### config.mk
export PLATFORM = sky130hd
export DESIGN_NAME = phad_top
export DESIGN_NICKNAME = d
export VERILOG_FILES = /design/src/design/phad_pkg.sv /design/src/design/phad_top.sv /design/src/design/phad_sync.sv
export SDC_FILE = /design/constraint.sdc
export NUM_CORES = 1
export LEC_CHECK = 0
export BUFFER_PORTS_ARGS = -buffer_cell sky130_fd_sc_hd__buf_2
export CORE_ASPECT_RATIO = 0.6
export CORE_MARGIN = 3
export CORE_UTILIZATION = 39
export CTS_CLUSTER_DIAMETER = 120
export DETAILED_ROUTE_END_ITERATION = 10
export GPL_TIMING_DRIVEN = 1
export HOLD_SLACK_MARGIN = 0.08
export PLACE_DENSITY = 0.67
export SYNTH_ARGS = -nofsm -noshare
export SYNTH_HDL_FRONTEND = slang
export SYNTH_SLANG_ARGS = --single-unit
export TNS_END_PERCENT = 50
### constraint.sdc
create_clock -name clk -period 2 [get_ports clk]
set_input_delay 0.2 -clock clk [delete_from_list [all_inputs] [get_ports clk]]
set_output_delay 0.2 -clock clk [all_outputs]
set_load 0.005 [all_outputs]
### src/design/phad_pkg.sv
// package: register map, reset values and pin bundles for the port h / analog port slice
package phad_pkg;

  // apb word offsets (byte addresses)
  localparam logic [7:0] PHAD_OFF_OD_SEL = 8'h00;
  localparam logic [7:0] PHAD_OFF_ROUTE = 8'h04;
  localparam logic [7:0] PHAD_OFF_LO_DATA = 8'h08;
  localparam logic [7:0] PHAD_OFF_HI_DATA = 8'h0C;
  localparam logic [7:0] PHAD_OFF_LO_DIR = 8'h10;
  localparam logic [7:0] PHAD_OFF_HI_DIR = 8'h14;
  localparam logic [7:0] PHAD_OFF_LO_PULL = 8'h18;
  localparam logic [7:0] PHAD_OFF_LO_POL = 8'h1C;
  // reserved words inside the block's window read zero, ignore writes
  localparam logic [7:0] PHAD_OFF_RSV_LAST = 8'h3C;

  // field positions and widths
  localparam int PHAD_ROUTE_BIT = 0;
  localparam int PHAD_LO_W = 4;
  localparam int PHAD_HI_W = 8;
  localparam int PHAD_PH_W = 8;
  localparam int PHAD_AD_W = PHAD_LO_W + PHAD_HI_W;
  localparam int PHAD_TX_PIN = 1;
  localparam int PHAD_RX_PIN = 0;

  // reset values
  localparam logic [7:0] PHAD_RST_OD_SEL = 8'h00;
  localparam logic [7:0] PHAD_RST_ROUTE = 8'h00;
  localparam logic [7:0] PHAD_RST_DATA = 8'h00;
  localparam logic [7:0] PHAD_RST_DIR = 8'h00;
  localparam logic [7:0] PHAD_RST_PULL = 8'h00;
  localparam logic [7:0] PHAD_RST_POL = 8'h00;
  localparam logic [31:0] PHAD_RD_ZERO = 32'h0000_0000;

  // timing: readback lag after a direction change, in bus cycles
  localparam int PHAD_DIR_LAG_CYC = 2;

  // pin drive bundles; oe_n low means the pad drives
  typedef struct packed {
    logic [PHAD_PH_W-1:0] out;
    logic [PHAD_PH_W-1:0] oe_n;
  } phad_ph_drive_t;

  typedef struct packed {
    logic [PHAD_AD_W-1:0] out;
    logic [PHAD_AD_W-1:0] oe_n;
  } phad_ad_drive_t;

  typedef struct packed {
    logic [PHAD_LO_W-1:0] en;
    logic [PHAD_LO_W-1:0] down;
  } phad_pull_t;

endpackage

### src/design/phad_top.sv
// port h open-drain and serial routing, analog port general purpose i/o, apb slave
//
// Overview of operation
// - port h open-drain bit set: pin only pulled low; clear: push-pull.
// - open-drain bits do nothing on pins used as inputs.
// - route bit 0 puts serial port one on port h 1:0 or port m 1:0.
// - analog port outputs drive data bits; low half bits 3:0, high 7:0.
// - data read returns register bit when output, synced pin when input.
// - direction bit 1 makes pin output, 0 input; low 3:0, high 7:0.
// - digital input path usable only with converter digital enable set.
// - data readback may lag a direction change by up to two cycles; here up to five edges.
// - low-half pull enable turns pull device on; ignored on outputs.
// - pull direction follows the polarity select bit.
// - reserved locations read zero and ignore writes.
// - these registers read and write at any time.
// - analog input function overrides general purpose i/o.
// - routed and enabled serial port sets port h 1:0 direction.
//
// Decided for this implementation: the register offsets and the APB interface to the registers.
`timescale 1ns/1ps
module phad_top (
  // clock and reset
  input wire logic clk,
  input wire logic rstn,
  // apb slave
  input wire logic psel,
  input wire logic penable,
  input wire logic pwrite,
  input wire logic [7:0] paddr,
  input wire logic [31:0] pwdata,
  output logic [31:0] prdata,
  output logic pready,
  output logic pslverr,
  // port h controls from the neighbouring port h registers
  input wire logic [phad_pkg::PHAD_PH_W-1:0] port_h_direction,
  input wire logic [phad_pkg::PHAD_PH_W-1:0] port_h_data,
  // port h pads
  input wire logic [phad_pkg::PHAD_PH_W-1:0] port_h_pins_in,
  output phad_pkg::phad_ph_drive_t port_h_pins_drv,
  // port m pads used by serial port one
  input wire logic port_m_rx_in,
  output logic port_m_tx_out,
  output logic port_m_tx_oe_n,
  // serial port one
  input wire logic serial_port_one_en,
  input wire logic serial_port_one_txd,
  output logic serial_port_one_rxd,
  // analog converter side
  input wire logic [phad_pkg::PHAD_AD_W-1:0] converter_digital_input_enable,
  input wire logic [phad_pkg::PHAD_AD_W-1:0] analog_converter_active,
  // analog port pads
  input wire logic [phad_pkg::PHAD_AD_W-1:0] analog_pins_in,
  output phad_pkg::phad_ad_drive_t analog_pins_drv,
  output phad_pkg::phad_pull_t analog_pins_pull
);

  import phad_pkg::*;

  //////////////////////////////////////////////////////////////////////////////
  // registers

  logic [7:0] od_sel_reg;
  logic [7:0] route_reg;
  logic [PHAD_LO_W-1:0] lo_data_reg;
  logic [PHAD_HI_W-1:0] hi_data_reg;
  logic [PHAD_LO_W-1:0] lo_dir_reg;
  logic [PHAD_HI_W-1:0] hi_dir_reg;
  logic [PHAD_LO_W-1:0] lo_pull_reg;
  logic [PHAD_LO_W-1:0] lo_pol_reg;

  logic setup;
  logic wr_access;
  logic [PHAD_AD_W-1:0] ad_sync;
  logic [PHAD_PH_W-1:0] ph_sync_n;
  logic pm_rx_sync_n;

  assign setup = psel && !penable;
  assign wr_access = psel && penable && pready && pwrite;

  function automatic logic is_mapped(input logic [7:0] a);
    return (a[1:0] == 2'b00) && (a <= PHAD_OFF_RSV_LAST);
  endfunction

  // register writes take effect at the access edge, any time
  always_ff @(posedge clk or negedge rstn) begin
    if (!rstn) begin
      od_sel_reg <= PHAD_RST_OD_SEL;
      route_reg <= PHAD_RST_ROUTE;
      lo_data_reg <= PHAD_RST_DATA[PHAD_LO_W-1:0];
      hi_data_reg <= PHAD_RST_DATA[PHAD_HI_W-1:0];
      lo_dir_reg <= PHAD_RST_DIR[PHAD_LO_W-1:0];
      hi_dir_reg <= PHAD_RST_DIR[PHAD_HI_W-1:0];
      lo_pull_reg <= PHAD_RST_PULL[PHAD_LO_W-1:0];
      lo_pol_reg <= PHAD_RST_POL[PHAD_LO_W-1:0];
    end else if (wr_access) begin
      case (paddr)
        PHAD_OFF_OD_SEL: od_sel_reg <= pwdata[7:0];
        PHAD_OFF_ROUTE: route_reg <= {7'h00, pwdata[PHAD_ROUTE_BIT]};
        PHAD_OFF_LO_DATA: lo_data_reg <= pwdata[PHAD_LO_W-1:0];
        PHAD_OFF_HI_DATA: hi_data_reg <= pwdata[PHAD_HI_W-1:0];
        PHAD_OFF_LO_DIR: lo_dir_reg <= pwdata[PHAD_LO_W-1:0];
        PHAD_OFF_HI_DIR: hi_dir_reg <= pwdata[PHAD_HI_W-1:0];
        PHAD_OFF_LO_PULL: lo_pull_reg <= pwdata[PHAD_LO_W-1:0];
        PHAD_OFF_LO_POL: lo_pol_reg <= pwdata[PHAD_LO_W-1:0];
        default: ;
      endcase
    end
  end

  //////////////////////////////////////////////////////////////////////////////
  // input synchronisers

  // one shared instance keeps all pad inputs on the same latency
  // serial-capable pads are held inverted: the cleared synchroniser then
  // matches an idle-high line, so no false start bit follows reset
  phad_sync #(
    .WIDTH(PHAD_AD_W + PHAD_PH_W + 1)
  ) u_sync (
    .clk(clk),
    .rstn(rstn),
    .d({~port_m_rx_in, ~port_h_pins_in, analog_pins_in}),
    .q({pm_rx_sync_n, ph_sync_n, ad_sync})
  );

  //////////////////////////////////////////////////////////////////////////////
  // analog port read path

  logic [PHAD_AD_W-1:0] ad_dir;
  logic [PHAD_AD_W-1:0] ad_data;
  logic [PHAD_AD_W-1:0] ad_in_gated;
  logic [PHAD_AD_W-1:0] ad_read;

  assign ad_dir = {hi_dir_reg, lo_dir_reg};
  assign ad_data = {hi_data_reg, lo_data_reg};
  // digital input only when the converter lets it through
  assign ad_in_gated = ad_sync & converter_digital_input_enable;
  // input pins show the synced pad, hence the lag after a direction write
  assign ad_read = (ad_dir & ad_data) | (~ad_dir & ad_in_gated);

  //////////////////////////////////////////////////////////////////////////////
  // apb answer: zero wait states, data latched in the setup cycle

  logic [31:0] rd_next;

  always_comb begin
    rd_next = PHAD_RD_ZERO;
    case (paddr)
      PHAD_OFF_OD_SEL: rd_next[7:0] = od_sel_reg;
      PHAD_OFF_ROUTE: rd_next[7:0] = route_reg;
      PHAD_OFF_LO_DATA: rd_next[PHAD_LO_W-1:0] = ad_read[PHAD_LO_W-1:0];
      PHAD_OFF_HI_DATA: rd_next[PHAD_HI_W-1:0] = ad_read[PHAD_AD_W-1:PHAD_LO_W];
      PHAD_OFF_LO_DIR: rd_next[PHAD_LO_W-1:0] = lo_dir_reg;
      PHAD_OFF_HI_DIR: rd_next[PHAD_HI_W-1:0] = hi_dir_reg;
      PHAD_OFF_LO_PULL: rd_next[PHAD_LO_W-1:0] = lo_pull_reg;
      PHAD_OFF_LO_POL: rd_next[PHAD_LO_W-1:0] = lo_pol_reg;
      default: rd_next = PHAD_RD_ZERO;
    endcase
  end

  always_ff @(posedge clk or negedge rstn) begin
    if (!rstn) begin
      prdata <= PHAD_RD_ZERO;
      pready <= 1'b0;
      pslverr <= 1'b0;
    end else if (setup) begin
      prdata <= pwrite ? PHAD_RD_ZERO : rd_next;
      pready <= 1'b1;
      pslverr <= !is_mapped(paddr);
    end else begin
      pready <= 1'b0;
      pslverr <= 1'b0;
    end
  end

  //////////////////////////////////////////////////////////////////////////////
  // analog port pad drive and pulls

  logic [PHAD_AD_W-1:0] ad_gpio_out;
  logic [PHAD_LO_W-1:0] lo_is_input;

  // converter use of the pin outranks general purpose output
  assign ad_gpio_out = ad_dir & ~analog_converter_active;
  assign lo_is_input = ~lo_dir_reg & ~analog_converter_active[PHAD_LO_W-1:0];

  always_ff @(posedge clk or negedge rstn) begin
    if (!rstn) begin
      analog_pins_drv.out <= '0;
      analog_pins_drv.oe_n <= '1;
      analog_pins_pull.en <= '0;
      analog_pins_pull.down <= '0;
    end else begin
      analog_pins_drv.out <= ad_data;
      analog_pins_drv.oe_n <= ~ad_gpio_out;
      analog_pins_pull.en <= lo_pull_reg & lo_is_input;
      analog_pins_pull.down <= lo_pol_reg;
    end
  end

  //////////////////////////////////////////////////////////////////////////////
  // port h pad drive and serial port one routing

  logic route_pm;
  logic sci_on_ph;
  logic sci_on_pm;
  logic [PHAD_PH_W-1:0] ph_dir;
  logic [PHAD_PH_W-1:0] ph_val;

  assign route_pm = route_reg[PHAD_ROUTE_BIT];
  assign sci_on_ph = serial_port_one_en && !route_pm;
  assign sci_on_pm = serial_port_one_en && route_pm;

  // serial port owns pins 1:0 direction while routed here and enabled
  always_comb begin
    ph_dir = port_h_direction;
    ph_val = port_h_data;
    if (sci_on_ph) begin
      ph_dir[PHAD_TX_PIN] = 1'b1;
      ph_dir[PHAD_RX_PIN] = 1'b0;
      ph_val[PHAD_TX_PIN] = serial_port_one_txd;
    end
  end

  // open-drain only masks driving a one; inputs stay undriven either way
  always_ff @(posedge clk or negedge rstn) begin
    if (!rstn) begin
      port_h_pins_drv.out <= '0;
      port_h_pins_drv.oe_n <= '1;
    end else begin
      port_h_pins_drv.out <= ph_val;
      port_h_pins_drv.oe_n <= ~ph_dir | (od_sel_reg & ph_val);
    end
  end

  always_ff @(posedge clk or negedge rstn) begin
    if (!rstn) begin
      port_m_tx_out <= 1'b1;
      port_m_tx_oe_n <= 1'b1;
      serial_port_one_rxd <= 1'b1;
    end else begin
      port_m_tx_out <= serial_port_one_txd;
      port_m_tx_oe_n <= !sci_on_pm;
      serial_port_one_rxd <= route_pm ? !pm_rx_sync_n : !ph_sync_n[PHAD_RX_PIN];
    end
  end
endmodule

### src/design/phad_sync.sv
// three-flop pin synchroniser with agreement filter
`timescale 1ns/1ps
module phad_sync #(
  parameter int WIDTH = 8
) (
  // clock and reset
  input wire logic clk,
  input wire logic rstn,
  // asynchronous pins in, filtered level out
  input wire logic [WIDTH-1:0] d,
  output logic [WIDTH-1:0] q
);

  logic [WIDTH-1:0] s1_reg;
  logic [WIDTH-1:0] s2_reg;
  logic [WIDTH-1:0] s3_reg;

  // s1 feeds s2 only; nothing else looks at the metastable stage
  always_ff @(posedge clk or negedge rstn) begin
    if (!rstn) begin
      s1_reg <= '0;
      s2_reg <= '0;
      s3_reg <= '0;
    end else begin
      s1_reg <= d;
      s2_reg <= s1_reg;
      s3_reg <= s2_reg;
    end
  end

  // a bit moves only once stages two and three agree
  always_ff @(posedge clk or negedge rstn) begin
    if (!rstn) begin
      q <= '0;
    end else begin
      q <= (s2_reg & s3_reg) | (q & (s2_reg ^ s3_reg)) | (s2_reg & s3_reg);
    end
  end

endmodule

Word-level counts from Yosys, hierarchy flattened

Cells that the tools add are included.

Bits in registers: 210
Input bits: 108
Output and inout port bits: 85

$lt $le $gt $ge: 1
Equal/unequal tests: 7
Mux-type cells: 8
Bitwise gates (word level): 22
Reductions and logical operators: 23

Operators with widths:

| operator                                                                         | count |
|---|---|
| 12-bit AND                                                                       | 4 |
| 21-bit AND                                                                       | 2 |
| 21-bit bitwise OR                                                                | 2 |
| 12-bit inverter                                                                  | 3 |
| 8-bit by 5-bit == test with 1-bit output, second input constant                  | 4 |
| 4-bit case mux with 8 select lines                                               | 1 |
| 21-bit XOR                                                                       | 1 |
| 8-bit by 4-bit == test with 1-bit output, second input constant                  | 2 |
| 8-bit inverter                                                                   | 2 |
| 2-bit AND reduction                                                              | 8 |
| 12-bit bitwise OR                                                                | 1 |
| 4-bit case mux with 3 select lines                                               | 1 |
| 4-bit AND                                                                        | 2 |
| 8-bit AND                                                                        | 1 |
| 8-bit by 3-bit == test with 1-bit output, second input constant                  | 1 |
| 8-bit by 6-bit less-or-equal comparator with 1-bit output, second input constant | 1 |
| 8-bit zero test                                                                  | 1 |
| 8-bit 2-to-1 mux                                                                 | 1 |
| 4-bit inverter                                                                   | 2 |
| 8-bit bitwise OR                                                                 | 1 |
| 1-bit logical AND                                                                | 7 |
| 1-bit zero test                                                                  | 6 |
| 1-bit 2-to-1 mux                                                                 | 4 |
| 2-bit zero test                                                                  | 1 |
| 2 further kinds                                                                  | 2 |

Longest topological paths before layout

Word-level depth: 5
Mapped depth: 7

By module

From an unflattened synthesis, not the netlist that was laid out.

Cell total of the unflattened synthesis: 459
Area, all modules: 6752.7 um^2

Modules (own cells, without submodules):

| module    | times used | cells each | area an instance (um^2) | seq. area each (um^2) |
|---|---|---|---|---|
| phad_top  | 1          | 333        | 4230.3                  | 2581.2 |
| phad_sync | 1          | 126        | 2522.4                  | 2102.0 |

Worst setup path before layout

OpenSTA, ideal clock, no wires.

Path kind: input to register
Start point: in paddr[2]
End point: reg od_sel_reg[0]
Data arrival time: 1.846 ns
Data required time: 1.875 ns
Path slack: 0.029 ns
Stages on the path: 6
Cell sequence: buf_2 > or3_1 > or3_4 > or3_1 > buf_6 > mux2_4

Word-level cells in the longest chain between the ends: 2

RTL lines:

| what                          | RTL line       | source |
|---|---|---|
| start, declared               | phad_top.sv:29 | `input wire logic [7:0] paddr,` |
| 8-bit zero test               | phad_top.sv:96 | `case (paddr)` |
| 2-bit AND reduction (no line) | -              |  |
| end signal, assigned          | phad_top.sv:97 | `PHAD_OFF_OD_SEL: od_sel_reg <= pwdata[7:0];` |
| end, declared                 | phad_top.sv:62 | `logic [7:0] od_sel_reg;` |

Every way passes these cells.
A chain may end at the register's enable or synchronous reset.

Worst setup path after layout

Start point: reg pready
End point: reg od_sel_reg[2]

Word-level cells in the longest chain between the ends: 3

RTL lines:

| what                            | RTL line        | source |
|---|---|---|
| start, declared                 | phad_top.sv:32  | `output logic pready,` |
| start signal, assigned          | phad_top.sv:163 | `pready <= 1'b0;` |
| start signal, assigned          | phad_top.sv:167 | `pready <= 1'b1;` |
| start signal, assigned          | phad_top.sv:170 | `pready <= 1'b0;` |
| 1-bit logical AND (2 in series) | phad_top.sv:78  | `assign wr_access = psel && penable && pready && pwrite;` |
| 2-bit AND reduction (no line)   | -               |  |

Every way passes these cells.

==> impl_metrics.yaml <==
final_layout:
  antenna_cells: 0
  largest_register: "analog_pins_drv"
  final_cell_area_sq_um: 8090
  nets: 763
  drive_gt1_share_pct: 41.0
  largest_reg_flops: 24
  reg_top3: "analog_pins_drv (24), port_h_pins_drv (16)"
  n_fill_cell: 1219
  syn_to_final_growth_pct: 36.6
clocking:
  clock_latency_ns: 0.42
  ctsRootBufferMaster: "clkbuf_16"
  cts.sinks: 158
  cts_tree: "yes"
  cts_repair_resize_count: 0
  cts_setup_buffers: 0
  cts_max_level: 4
  cts_buffer_depth: 2
  clk_pin_slew_ns: 0.06
  numCtsBuffers: 17
setup_path:
  critPathKind: "flop to flop"
  worstPathMaxFanout: 4
  r2r_slack_ns: 0.11
  worstSetupEndpoint: "od_sel_reg[2]"
  cp-start-kind: "flop"
  startpoint: "pready"
  crit_required_ns: 2.30
  r2r_end: "od_sel_reg[2]"
  r2r_cells: 5
  crit_path_end_kind: "flop"
  r2r_start: "pready"
  worstPathArrival_ns: 2.19
route:
  wire_per_inst_microns: 16.4
  ant_nets: 0
  via_count: 4014
  drt-total-wl_microns: 13900
  drt_iter0_drc: 274
  first_pass_iters: 4
  route.detailed.drc: 0
  vias_per_cell: 4.71
flow_run:
  cap_viol_max_count: 0
placement:
  hpwl_microns: 10000
  io_buffer_count: 137
  gp_congestion: 0.847
  post_dp_cell_area_sq_um: 6950
power:
  p_leak_nw: 4.02
  finalPower_mw: 7.07
  powerDensity_nw_per_um2: 874
  peakVddDrop_mv: 0.457
timing:
  clock-skew-final_ns: 0.00682
  fmax_mhz: 528
  worstMarginPinSlew_ns: 0.547
  slew_violations: 0
  finalCritPeriodShare_pct: 94.7
  max_slew_margin_pct: 63.5
  finalHoldViolCount: 0
  finalSetupViolCount: 0
  period_minus_slack_ns: 1.89
  rsz0062_at_grt: "no"
synthesis:
  synthArstFlopShare_pct: 100
  synth_largest_area_cell: "dfrtp_1"
  synth_top_area_share_pct: 57.0
  syn_inst: 416
  synth_seq_cells: 158
  synth-edff-count: 0
  syn_area_per_cell_sq_um: 14.2
  yosysSeqAreaShare_pct: 67.2
  synth-main-ff-cell: "dfrtp_1"
  syn_area_sq_um: 5920
  synth_warnings: 0
  synthTopCellsByArea: "dfrtp_1, dfstp_2, mux2_2"
  yosysUniqueCellTypes: 48
grt:
  grt_max_degree: 58
  grt_pass1_vias: 4302
  grt_use_total_pct: 17.6
  grt_first_pass_wirelength_microns: 22300
  grt_overflow_total: 0
  antenna_found_initial: 0
floorplan:
  dieArea_sq_um: 16800
  fp.dieW_microns: 165
  die_h_microns: 101
  row_count: 34
  start_util_pct: 40.4
  design.core.area_sq_um: 14700
  pin_count: 193
outcome:
  status: "finished, final reports clean"
worst_hold_path:
  hold_class: "input port to flop"
## cells in the final DEF, fill, tap and decap left out, types with 5 or more instances in the layout
master / synthesis / final
buf_2: 2 / 136
dfrtp_1: 135 / 135
dlygate4sd3_1: 0 / 54
nand2_1: 35 / 35
mux2_2: 34 / 34
buf_4: 25 / 27
conb_1: 1 / 24
dfstp_2: 23 / 23
clkbuf_16: 0 / 17
o21ai_0: 15 / 15
a21o_1: 14 / 14
nand2b_1: 14 / 14
ha_1: 14 / 14
inv_1: 8 / 8
mux2_4: 8 / 8
inv_6: 0 / 6
a21oi_1: 5 / 5
nor2_1: 5 / 5
a22oi_1: 5 / 5
o211ai_1: 5 / 5
a32oi_1: 5 / 5
## worst min-delay path by stage
stage / end / slack [ns] / cells past startpoint / start
6_report: pslverr / 0.12 / 4 / paddr[6]
4_1_cts: pslverr / 0.10 / 4 / paddr[6]
3_5_place_dp: port_h_pins_drv[15] / 0.20 / 1 / rstn
5_1_grt: od_sel_reg[3] / 0.15 / 2 / pwdata[3]
2_1_floorplan: analog_pins_drv[12] / -0.1 / 0 / rstn
3_3_place_gp: port_h_pins_drv[15] / 0.20 / 1 / rstn
## cells by family after synthesis
kind of cell / count (synthesis) / share of synthesized area (%)
buf+inv: 45 / 4.61
fa+ha+maj: 14 / 2.96
compound gates: 60 / 7.08
flops: 158 / 67.2
mux: 44 / 9.04
simple gates: 94 / 9.02
other cells: 1 / 0.0633
## power by group
part | internal, mW | switching (mW)
sequential | 3.31 | 0.0429
clock | 1.88 | 1.37
combinational | 0.232 | 0.223
total | 5.43 | 1.64
## stage by stage
step	hold WS (ns)	util, %	std cells	setup TNS (ns)	worst slack [ns]
finish	0.121	55.1	852	0	0.106
global route	0.148	55.1	852	0	0.0602
detailed placement	0.204	47.3	766	-0.970	-0.105
global placement	0.198	47.3	766	-0.739	-0.0863
CTS	0.101	55.1	852	0	0.112
floorplan	-0.0956	-	439	0	0.0294
## final cells by class
type,count,area (sq um),share of cell area (%)
well taps,198,248,3.06
inverters,8,30.0,0.371
flip-flops and latches,158,3980,49.2
clock buffers,17,425,5.26
clock inverters,15,174,2.15
repair buffers,220,1480,18.2
multi-input cells,236,1750,21.7
## routing by layer
metal,vias up,track usage (%),routed length [microns]
li1,1866,-,-
met1,2007,23.7,6300
met2,130,27.0,6420
met3,11,5.72,1080
met4,0,5.93,133
met5,-,0,0
## synth_stat cells (all sizes together) (4+ instances only)
cell and number:
dfrtp 135, mux2 42, nand2 35, buf 30
dfstp 23, o21ai 15, a21o 14, ha 14
nand2b 14, inv 8, clkbuf 7, a21oi 5
a22oi 5, a32oi 5, nor2 5, nor3b 5
o211ai 5, a211o 4, a221oi 4, and2 4
nand3b 4, nor4 4, or3 4
## timing repair
action	4_1_cts	5_1_grt
hold buffers	54	0
endpoints found under the hold margin	102	0
setup endpoints to repair	0	0
## critical path, stage by stage (launching register included)
cell,delay (ns)
dfrtp_1,0.36
nand4_1,0.19
or3_4,0.37
or3_1,0.37
buf_4,0.19
mux2_4,0.29
No activity file was read; power rests on OpenSTA's default activity.
